### src/acpm_cfg.svh
`ifndef ACPM_CFG_SVH
`define ACPM_CFG_SVH

// Time base.
`define ACPM_CLK_MHZ 64'd125
`define ACPM_TICK_NS 64'd100000000
`define ACPM_TICK_CYCLES (`ACPM_TICK_NS * `ACPM_CLK_MHZ / 64'd1000)
`define ACPM_TICK_MS 32'd100
`define ACPM_HOUR_MS 32'd3600000

// Pulse-train timing, in milliseconds as specified.
`define ACPM_CYCLE_MS 32'd20000
`define ACPM_START_MS 32'd1000
`define ACPM_INVALID_MS 32'd3500
`define ACPM_FULL_SCALE_MS 32'd5000
`define ACPM_CUR_MIN_MS 32'd500
`define ACPM_CUR_MAX_MS 32'd9000
`define ACPM_MNT_MIN_MS 32'd2000
`define ACPM_MNT_MAX_MS 32'd9000

// Service-hour scaling, in 100 hour units.
`define ACPM_SVC_LOW 14'h00a0
`define ACPM_SVC_HIGH 14'h02d0
`define ACPM_SVC_SHIFT 3
`define ACPM_SVC_MAX 14'h270e
`define ACPM_HOURS_PER_UNIT 7'h63

// Register map (byte offsets) and limits.
`define ACPM_REG_WINDOW 8'h00
`define ACPM_REG_MASK 8'h04
`define ACPM_REG_REF 8'h08
`define ACPM_REG_TERM_A 8'h0c
`define ACPM_REG_TERM_B 8'h10
`define ACPM_REG_RELAY 8'h14
`define ACPM_REG_HOURS 8'h18
`define ACPM_REG_STATUS 8'h1c
`define ACPM_WIN_MAX 4'ha
`define ACPM_WIN_RESET 4'ha
`define ACPM_MASK_MAX 8'hc8
`define ACPM_REF_MAX 13'h1388
`define ACPM_RATED_CURRENT 13'h0064
`define ACPM_CODE_POS 8'h5d
`define ACPM_CODE_NEG 8'hc1
`define ACPM_FUNC_RESET 8'h00
`define ACPM_QUO_LIMIT 7'h5b

`endif

### src/acpm_pkg.sv
package acpm_pkg;

  typedef enum logic [1:0] {ST_IDLE, ST_MASK, ST_CYCLE} acpm_state_t;
  typedef enum logic [1:0] {MD_DATA, MD_INVALID, MD_NODATA} acpm_mode_t;

endpackage

### src/acpm_top.sv
// The AHB-Lite interface to the registers and the register offsets are this design's own decisions.
`timescale 1ns/10ps
`include "acpm_cfg.svh"
// Function
// - Output repeats a 20 s cycle while the drive runs at constant speed.
// - Cycle opens with 1 s high; current averaged over a 0.1-1.0 s window.
// - After reaching constant speed, samples are masked for 0-20 s.
// - Reference current 0-500 A sets the 100 percent point.
// - Low pulse lasts averaged current over reference times 5 s.
// - Current low pulse is clamped to 0.5-9 s at 10 and 180 percent.
// - Service-hours high pulse clamped 2-9 s at 16000 and 72000 hours.
// - No masking and no sampling while accelerating or decelerating.
// - Speed change in start pulse: 3.5 s high then 16.5 s low.
// - A cycle whose start pulse completed always runs to its end.
// - Zero current at cycle end stops output until constant speed returns.
// - Low 20 s no-data cycle on speed change at end of a data or invalid cycle, or restart at end or mask.
// - Only the two open-collector terminals take codes 93 or 193.
// - Power-on time accumulates and is shown in 100 hour units.
module acpm_top
  import acpm_pkg::*;
#(
  parameter int unsigned TICK_CYCLES = 32'(`ACPM_TICK_CYCLES),
  parameter int unsigned TICKS_PER_HOUR = `ACPM_HOUR_MS / `ACPM_TICK_MS,
  parameter logic [12:0] RATED_CURRENT = `ACPM_RATED_CURRENT
)(
  // Clock and reset.
  input wire logic hclk,
  input wire logic hresetn,
  // AHB-Lite slave.
  input wire logic hsel,
  input wire logic [31:0] haddr,
  input wire logic [1:0] htrans,
  input wire logic hwrite,
  input wire logic [2:0] hsize,
  input wire logic [31:0] hwdata,
  input wire logic hready,
  output logic [31:0] hrdata,
  output logic hreadyout,
  output logic hresp,
  // Drive status pins and measured current in 0.1 A units.
  input wire logic const_speed_pin,
  input wire logic restart_pin,
  input wire logic [12:0] out_current,
  // Pulse outputs.
  output logic avg_current_pulse_out,
  output logic term_a_out,
  output logic term_b_out
);

  localparam logic [7:0] CYCLE_T = 8'(`ACPM_CYCLE_MS / `ACPM_TICK_MS);
  localparam logic [7:0] START_T = 8'(`ACPM_START_MS / `ACPM_TICK_MS);
  localparam logic [7:0] INV_T = 8'(`ACPM_INVALID_MS / `ACPM_TICK_MS);
  localparam logic [7:0] SCALE_T = 8'(`ACPM_FULL_SCALE_MS / `ACPM_TICK_MS);
  localparam logic [7:0] CUR_MIN = 8'(`ACPM_CUR_MIN_MS / `ACPM_TICK_MS);
  localparam logic [7:0] CUR_MAX = 8'(`ACPM_CUR_MAX_MS / `ACPM_TICK_MS);
  localparam logic [7:0] MNT_MIN = 8'(`ACPM_MNT_MIN_MS / `ACPM_TICK_MS);
  localparam logic [7:0] MNT_MAX = 8'(`ACPM_MNT_MAX_MS / `ACPM_TICK_MS);

  // Pin synchronisers: bit 0 constant speed, bit 1 restart in progress.
  logic [1:0] pin_in;
  logic [1:0] s1_q, s2_q, s3_q, flt_q;
  logic [1:0] flt_d;
  assign pin_in = {restart_pin, const_speed_pin};

  always_ff @(posedge hclk or negedge hresetn)
  begin
    if (!hresetn)
    begin
      s1_q <= 2'h0;
      s2_q <= 2'h0;
      s3_q <= 2'h0;
      flt_q <= 2'h0;
    end
    else
    begin
      s1_q <= pin_in;
      s2_q <= s1_q;
      s3_q <= s2_q;
      flt_q <= flt_d;
    end
  end

  for (genvar i = 0; i < 2; i++)
  begin : g_flt
    always_comb
    begin
      flt_d[i] = (s2_q[i] == s3_q[i]) ? s3_q[i] : flt_q[i];
    end
  end

  logic accel, restart;
  assign accel = !flt_q[0];
  assign restart = flt_q[1];

  // Register file and bus slave.
  logic [3:0] win_q, win_d;
  logic [7:0] mask_t_q, mask_t_d;
  logic [12:0] ref_q, ref_d;
  logic [7:0] func_a_q, func_a_d, func_b_q, func_b_d, relay_q, relay_d;
  logic wr_q, wr_d;
  logic [7:0] addr_q, addr_d;
  logic [31:0] rdata_q, rdata_d;
  logic svc_clr;
  logic [13:0] svc_q;
  acpm_state_t state_q;
  acpm_mode_t mode_q;
  logic [7:0] cur_t_q, mnt_t_q;
  logic pulse_q;

  always_comb
  begin
    win_d = win_q;
    mask_t_d = mask_t_q;
    ref_d = ref_q;
    func_a_d = func_a_q;
    func_b_d = func_b_q;
    relay_d = relay_q;
    svc_clr = 1'b0;
    wr_d = 1'b0;
    addr_d = addr_q;
    rdata_d = rdata_q;
    if (hsel && hready && htrans[1])
    begin
      wr_d = hwrite;
      addr_d = {haddr[7:2], 2'b00};
      unique case ({haddr[7:2], 2'b00})
        `ACPM_REG_WINDOW: rdata_d = {28'h0, win_q};
        `ACPM_REG_MASK: rdata_d = {24'h0, mask_t_q};
        `ACPM_REG_REF: rdata_d = {19'h0, ref_q};
        `ACPM_REG_TERM_A: rdata_d = {24'h0, func_a_q};
        `ACPM_REG_TERM_B: rdata_d = {24'h0, func_b_q};
        `ACPM_REG_RELAY: rdata_d = {24'h0, relay_q};
        `ACPM_REG_HOURS: rdata_d = {18'h0, svc_q};
        `ACPM_REG_STATUS: rdata_d = {cur_t_q, mnt_t_q, 8'h0, 1'b0,
                                     pulse_q, flt_q, mode_q, state_q};
        default: rdata_d = 32'h0;
      endcase
    end
    if (wr_q)
    begin
      unique case (addr_q)
        `ACPM_REG_WINDOW:
          if (hwdata[3:0] == 4'h0)
            win_d = 4'h1;
          else if (hwdata[3:0] > `ACPM_WIN_MAX)
            win_d = `ACPM_WIN_MAX;
          else
            win_d = hwdata[3:0];
        `ACPM_REG_MASK:
          mask_t_d = (hwdata[7:0] > `ACPM_MASK_MAX) ? `ACPM_MASK_MAX
                                                    : hwdata[7:0];
        `ACPM_REG_REF:
          ref_d = (hwdata[12:0] > `ACPM_REF_MAX) ? `ACPM_REF_MAX
                                                 : hwdata[12:0];
        `ACPM_REG_TERM_A: func_a_d = hwdata[7:0];
        `ACPM_REG_TERM_B: func_b_d = hwdata[7:0];
        `ACPM_REG_RELAY:
          if (hwdata[7:0] != `ACPM_CODE_POS && hwdata[7:0] != `ACPM_CODE_NEG)
            relay_d = hwdata[7:0];
        `ACPM_REG_HOURS: svc_clr = (hwdata == 32'h0);
        default: ;
      endcase
    end
  end

  always_ff @(posedge hclk or negedge hresetn)
  begin
    if (!hresetn)
    begin
      win_q <= `ACPM_WIN_RESET;
      mask_t_q <= 8'h00;
      ref_q <= RATED_CURRENT;
      func_a_q <= `ACPM_FUNC_RESET;
      func_b_q <= `ACPM_FUNC_RESET;
      relay_q <= `ACPM_FUNC_RESET;
      wr_q <= 1'b0;
      addr_q <= 8'h00;
      rdata_q <= 32'h0;
    end
    else
    begin
      win_q <= win_d;
      mask_t_q <= mask_t_d;
      ref_q <= ref_d;
      func_a_q <= func_a_d;
      func_b_q <= func_b_d;
      relay_q <= relay_d;
      wr_q <= wr_d;
      addr_q <= addr_d;
      rdata_q <= rdata_d;
    end
  end

  // Time base and power-on hour counter.
  logic [31:0] pre_q, pre_d, hr_tick_q, hr_tick_d;
  logic [6:0] hr_q, hr_d;
  logic [13:0] svc_d;
  logic tick;
  assign tick = (pre_q == TICK_CYCLES - 1);

  always_comb
  begin
    pre_d = tick ? 32'h0 : pre_q + 32'h1;
    hr_tick_d = hr_tick_q;
    hr_d = hr_q;
    svc_d = svc_q;
    if (tick)
    begin
      hr_tick_d = hr_tick_q + 32'h1;
      if (hr_tick_q == TICKS_PER_HOUR - 1)
      begin
        hr_tick_d = 32'h0;
        hr_d = hr_q + 7'h1;
        if (hr_q == `ACPM_HOURS_PER_UNIT)
        begin
          hr_d = 7'h0;
          if (svc_q < `ACPM_SVC_MAX)
            svc_d = svc_q + 14'h1;
        end
      end
    end
    if (svc_clr)
    begin
      svc_d = 14'h0;
      hr_d = 7'h0;
      hr_tick_d = 32'h0;
    end
  end

  always_ff @(posedge hclk or negedge hresetn)
  begin
    if (!hresetn)
    begin
      pre_q <= 32'h0;
      hr_tick_q <= 32'h0;
      hr_q <= 7'h0;
      svc_q <= 14'h0;
    end
    else
    begin
      pre_q <= pre_d;
      hr_tick_q <= hr_tick_d;
      hr_q <= hr_d;
      svc_q <= svc_d;
    end
  end

  // Hours pulse width, linear between the clamps.
  logic [7:0] mnt_w;
  logic [13:0] svc_off;
  assign svc_off = (svc_q - `ACPM_SVC_LOW) >> `ACPM_SVC_SHIFT;
  always_comb
  begin
    if (svc_q < `ACPM_SVC_LOW)
      mnt_w = MNT_MIN;
    else if (svc_q > `ACPM_SVC_HIGH)
      mnt_w = MNT_MAX;
    else
      mnt_w = MNT_MIN + svc_off[7:0];
  end

  // Sequencer, averaging and divider.
  acpm_state_t state_d;
  acpm_mode_t mode_d, new_mode;
  logic [7:0] cyc_q, cyc_d, mcnt_q, mcnt_d, cur_t_d, mnt_t_d;
  logic hold_q, hold_d, div_q, div_d, pulse_d, begin_cyc;
  logic [3:0] nsamp_q, nsamp_d;
  logic [16:0] sum_q, sum_d, den_q, den_d;
  logic [23:0] rem_q, rem_d;
  logic [6:0] quo_q, quo_d;
  logic [8:0] cur_end, mnt_end;

  assign cur_end = {1'b0, START_T} + {1'b0, cur_t_q};
  assign mnt_end = cur_end + {1'b0, mnt_t_q};

  always_comb
  begin
    state_d = state_q;
    mode_d = mode_q;
    cyc_d = cyc_q;
    mcnt_d = mcnt_q;
    hold_d = hold_q;
    nsamp_d = nsamp_q;
    sum_d = sum_q;
    den_d = den_q;
    rem_d = rem_q;
    quo_d = quo_q;
    div_d = div_q;
    cur_t_d = cur_t_q;
    mnt_t_d = mnt_t_q;
    begin_cyc = 1'b0;
    new_mode = MD_DATA;
    if (accel)
      hold_d = 1'b0;
    // Repeated subtraction starts on the last tick of the start pulse and needs at
    // most 92 clocks, so the shortest low pulse of five ticks covers it only
    // while a tick lasts at least 19 clocks; a zero reference saturates.
    if (div_q)
    begin
      if (rem_q >= {7'h0, den_q} && quo_q < `ACPM_QUO_LIMIT)
      begin
        rem_d = rem_q - {7'h0, den_q};
        quo_d = quo_q + 7'h1;
      end
      else
      begin
        div_d = 1'b0;
        if ({1'b0, quo_q} < CUR_MIN)
          cur_t_d = CUR_MIN;
        else if ({1'b0, quo_q} > CUR_MAX)
          cur_t_d = CUR_MAX;
        else
          cur_t_d = {1'b0, quo_q};
      end
    end
    unique case (state_q)
      ST_IDLE:
        if (!accel && !hold_q)
        begin
          state_d = ST_MASK;
          mcnt_d = 8'h0;
        end
      ST_MASK:
        if (accel)
          state_d = ST_IDLE;
        else if (tick)
        begin
          if (mcnt_q >= mask_t_q)
          begin
            begin_cyc = 1'b1;
            new_mode = restart ? MD_NODATA : MD_DATA;
          end
          else
            mcnt_d = mcnt_q + 8'h1;
        end
      ST_CYCLE:
      begin
        if (mode_q == MD_DATA && cyc_q < START_T && accel)
          mode_d = MD_INVALID;
        if (tick)
        begin
          if (mode_q == MD_DATA && cyc_q < START_T && !accel &&
              nsamp_q < win_q)
          begin
            sum_d = sum_q + {4'h0, out_current};
            nsamp_d = nsamp_q + 4'h1;
          end
          if (mode_q == MD_DATA && !accel && cyc_q == START_T - 8'h1)
          begin
            rem_d = 24'(sum_d * SCALE_T);
            den_d = 17'(nsamp_d * ref_q);
            quo_d = 7'h0;
            div_d = 1'b1;
          end
          // The cycle always runs out once started, whatever the speed.
          if (cyc_q == CYCLE_T - 8'h1)
          begin
            if (accel && mode_q == MD_NODATA)
              state_d = ST_IDLE;
            else if (accel || restart)
            begin
              begin_cyc = 1'b1;
              new_mode = MD_NODATA;
            end
            else if (out_current == 13'h0)
            begin
              state_d = ST_IDLE;
              hold_d = 1'b1;
            end
            else if (mode_q == MD_NODATA)
            begin
              state_d = ST_MASK;
              mcnt_d = 8'h0;
            end
            else
              begin_cyc = 1'b1;
          end
          else
            cyc_d = cyc_q + 8'h1;
        end
      end
    endcase
    if (begin_cyc)
    begin
      state_d = ST_CYCLE;
      mode_d = new_mode;
      cyc_d = 8'h0;
      sum_d = 17'h0;
      nsamp_d = 4'h0;
      mnt_t_d = mnt_w;
    end
    pulse_d = 1'b0;
    if (state_q == ST_CYCLE)
    begin
      unique case (mode_q)
        MD_DATA: pulse_d = (cyc_q < START_T) ||
                 ({1'b0, cyc_q} >= cur_end && {1'b0, cyc_q} < mnt_end);
        MD_INVALID: pulse_d = (cyc_q < INV_T);
        MD_NODATA: pulse_d = 1'b0;
      endcase
    end
  end

  always_ff @(posedge hclk or negedge hresetn)
  begin
    if (!hresetn)
    begin
      state_q <= ST_IDLE;
      mode_q <= MD_DATA;
      cyc_q <= 8'h0;
      mcnt_q <= 8'h0;
      hold_q <= 1'b0;
      nsamp_q <= 4'h0;
      sum_q <= 17'h0;
      den_q <= 17'h0;
      rem_q <= 24'h0;
      quo_q <= 7'h0;
      div_q <= 1'b0;
      cur_t_q <= CUR_MIN;
      mnt_t_q <= MNT_MIN;
      pulse_q <= 1'b0;
    end
    else
    begin
      state_q <= state_d;
      mode_q <= mode_d;
      cyc_q <= cyc_d;
      mcnt_q <= mcnt_d;
      hold_q <= hold_d;
      nsamp_q <= nsamp_d;
      sum_q <= sum_d;
      den_q <= den_d;
      rem_q <= rem_d;
      quo_q <= quo_d;
      div_q <= div_d;
      cur_t_q <= cur_t_d;
      mnt_t_q <= mnt_t_d;
      pulse_q <= pulse_d;
    end
  end

  // Terminal routing; an unassigned terminal stays off.
  logic term_a_q, term_b_q;
  always_ff @(posedge hclk or negedge hresetn)
  begin
    if (!hresetn)
    begin
      term_a_q <= 1'b0;
      term_b_q <= 1'b0;
    end
    else
    begin
      term_a_q <= (func_a_q == `ACPM_CODE_POS) ? pulse_q :
                  (func_a_q == `ACPM_CODE_NEG) ? !pulse_q : 1'b0;
      term_b_q <= (func_b_q == `ACPM_CODE_POS) ? pulse_q :
                  (func_b_q == `ACPM_CODE_NEG) ? !pulse_q : 1'b0;
    end
  end

  assign hrdata = rdata_q;
  assign hreadyout = 1'b1;
  assign hresp = 1'b0;
  assign avg_current_pulse_out = pulse_q;
  assign term_a_out = term_a_q;
  assign term_b_out = term_b_q;
endmodule // acpm_top

### config.mk
export PLATFORM = sky130hd
export DESIGN_NAME = acpm_top
export DESIGN_NICKNAME = d
export VERILOG_FILES = /design/src/acpm_pkg.sv /design/src/acpm_top.sv
export VERILOG_INCLUDE_DIRS = /design/src /design/src/src
export SDC_FILE = /design/constraint.sdc
export NUM_CORES = 1
export LEC_CHECK = 0
export BUFFER_PORTS_ARGS = -buffer_cell sky130_fd_sc_hd__buf_4
export CAP_MARGIN = 20
export CORE_ASPECT_RATIO = 2
export CORE_UTILIZATION = 56
export DETAILED_ROUTE_END_ITERATION = 8
export PLACE_DENSITY = 0.75
export SYNTH_ARGS = -nofsm -noshare
export SYNTH_HDL_FRONTEND = slang
export SYNTH_SLANG_ARGS = --single-unit
### constraint.sdc
create_clock -name hclk -period 5.6 [get_ports hclk]
set_clock_uncertainty 0.15 [all_clocks]
set_input_delay 0.28 -clock hclk [delete_from_list [all_inputs] [get_ports hclk]]
set_output_delay 0.28 -clock hclk [all_outputs]
set_load 0.01 [all_outputs]
==> metrics.txt <==
core area 35000 sq um; clk slew on worst S/H paths 0.07 ns; diodes inserted 0; RSZ-0062 raised after global routing yes; global route total overflow 0; Port Buf Inserts 90; via/cell ratio 6.07; CP most frequent cell ha_4; largest net degree at the start of global routing 99; Site Rows 97; commonest non-fill, non-tap cell in the layout dfrtp_1; #FFs+latches synth 287; Critical Path Fanout Max 7; family with the most delay on the worst path compound AO/OA/AOI/OAI gates; Initial Util 0.566; Total Routing Usage GR 0.302; Seq/Total Area, Yosys 0.364; Filler cells 2805; delay of the slowest critical-path stage 0.54 ns; Root Driver clkbuf_16; Top Ports 126; Hold Crit Class input pin to flop; Final setup viols 0; Tightest Pin Transition 1.00 ns; Multi-input gate area 12100 sq um; Synth warnings 0; area grow syn2layout 16.6%; Syn Inst Count 2231; GPL Wtd Cong 0.972; H-tree Lvls 1; CTS tree yes; leading cell types in the layout, fill and taps excluded dfrtp_1, nand2_1, nor2_1; critical path depth in cells 24; worst hold slack 0.0557 ns; Place WS -0.125 ns; Hold Path Origin haddr[4]; Final Hold Viols 0; LEAKAGE 0.0105 uW; Detailed Route Iter0 Violations 974; Die Span Y 268 microns; final critical path time including I/O delays and setup 5.56 ns; synthesized area 19800 sq um; Hold Crit Depth 3; top_reg_cell synth dfrtp_1; Critical R2R Launch win_q[1]; Reg area 7190 sq um; period utilization 0.993; Setup CP Type flop to flop; first-pass GRT wire length 86500 microns; Antenna Violating Nets Remaining 0; die width 135 microns; CP max-delay cell dfstp_2; DP Wirelength 40000 microns; post-route setup TNS 0 ns; Pre-Repair DR Iteration Count 7; Num CTS Buffers 28; vias in the first global route 17700; Max Slew Vio Count 0; FF-to-FF path depth 24; async set or reset register ratio after synthesis 1.00; P per Cell Area 254 nW/um^2; # DRC 0; crit start category flop; Worst Setup Slack, final 0.0395 ns; peak supply drop 0.419 mV; WL final 53800 microns; Worst Hold End addr_q[4]; clock latency on the worst-skew pair 0.57 ns; Critical Path AT 5.81 ns; wire per inst 18.9 microns; Critical Path End Type flop; layout cells sized above 1 0.146; Nets 2661; post-layout power 5850 uW; Clock Sinks 287; fmax 180 MHz; number of synthesized flops with an enable pin 0; r2r endpoint rem_q[19]; relative slew slack 0.332; max cap viols 0; Cell Chain, Critical Path inv_2 > ha_4 > a21o_1 > a21o_1 > a2111oi_4 > buf_4 > buf_6 > buf_16 > mux2_4 > ha_4 > ha_1 > inv_1 > fa_1 > inv_2 > ha_4 > nand2_2 > o211ai_1 > a41oi_2 > a211o_1 > o21a_1 > buf_4 > xnor2_2 > nor2_1 > a21oi_1; full die area 36100 sq um; average cell area after synthesis 8.87 sq um; CP bufs+invs 7; WP data required 5.85 ns; count of cell types in the netlist 79; status finished clean; Worst R2R Setup Slack 0.04 ns; maximum clock insertion buffer count 3; vias after detailed routing 17200; initial antenna violation count 0
-- synth_stat cells, drive strengths merged (6+ instances only) --
master	instances	area [sq um]
o21a	17	128
or2	12	75.1
buf	11	63.8
a22o	6	52.6
a211oi	16	120
nor4b	9	78.8
nor3	50	267
o211ai	16	120
dfrtp	278	6960
a21o	25	188
xor2	78	683
o31ai	14	105
mux2i	22	220
a21oi	121	606
fa	36	721
nand2	253	952
clkbuf	72	270
dfstp	9	236
nor2b	17	106
nor2	205	769
inv	176	661
nand3b	7	52.6
o21ai	138	691
or3	20	130
and2	41	257
mux2	40	450
a22oi	6	45.0
nand4	36	225
a31oi	14	87.6
xnor2	84	736
nor4	40	263
and4	6	52.6
ha	160	2000
nand3	68	340
nand2b	20	125
and3	26	163
-- registers in the layout, indices dropped and copies added, names as in the netlist, 13 cells and up --
name,flops
den_q,17
hr_tick_q,32
rem_q,24
hrdata,29
ref_q,13
svc_q,14
pre_q,32
sum_q,17
-- cell type report --
type / instances / share of cell area
Clock buffer: 42 / 0.0366
Multi-Input combinational cell: 1688 / 0.523
Sequential cell: 287 / 0.312
Tap cell: 445 / 0.0241
Inverter: 176 / 0.0286
Clock inverter: 8 / 0.00635
Timing Repair Buffer: 195 / 0.0695
-- repair_timing --
item                       in CTS  in global routing
hold buffers                   22                  0
pin swaps                      29                 35
setup endpoints to repair       6                 16
resized for setup              28                 51
gates cloned                    2                  0
hold endpoints to repair      140                  0
buffers inserted               12                  9
-- cells by family after synthesis --
| kind of cell | synth area share |
|---|---|
| mux | 0.0396 |
| buf+inv | 0.0503 |
| other cells | 0.000380 |
| flops | 0.364 |
| xor+xnor | 0.0717 |
| fa+ha+maj | 0.139 |
| simple gates | 0.204 |
| compound gates | 0.132 |
-- layer usage --
layer  GRT usage  share of wire  up-vias
met3      0.0262          0.036      221
li1            -              -     8027
met5           0              0        -
met4       0.216          0.080        0
met2       0.575           0.54      539
met1       0.303           0.34     8445
-- worst max path at each step --
stage	from	end	slack, ns
2_1_floorplan	win_q[1]	den_q[16]	0.05
3_3_place_gp	win_q[1]	rem_q[21]	0.04
3_5_place_dp	win_q[1]	den_q[16]	-0.12
4_1_cts	win_q[1]	den_q[16]	0.03
5_1_grt	win_q[1]	rem_q[19]	-0.11
6_report	win_q[1]	rem_q[19]	0.04
-- through the flow --
stage | cell area (sq um) | utilization | cells
detailed placement | 21200 | 0.607 | 2746
finish | 23100 | 0.660 | 2841
global placement | 21200 | 0.607 | 2746
floorplan | 19800 | - | 2234
CTS | 22700 | 0.650 | 2832
global route | 23100 | 0.660 | 2841
-- report_power, final --
part           switching (uW)  total (uW)  internal, uW
registers                88.5        2250          2160
logic                     848        1550           698
clock network             840        2060          1220
-- tightest hold or removal path, cell delays in order --
cell and delay, ns:
buf_4 0.20, inv_1 0.14, o21ai_0 0.10
Note: power is estimated with default switching activity, not from simulation.
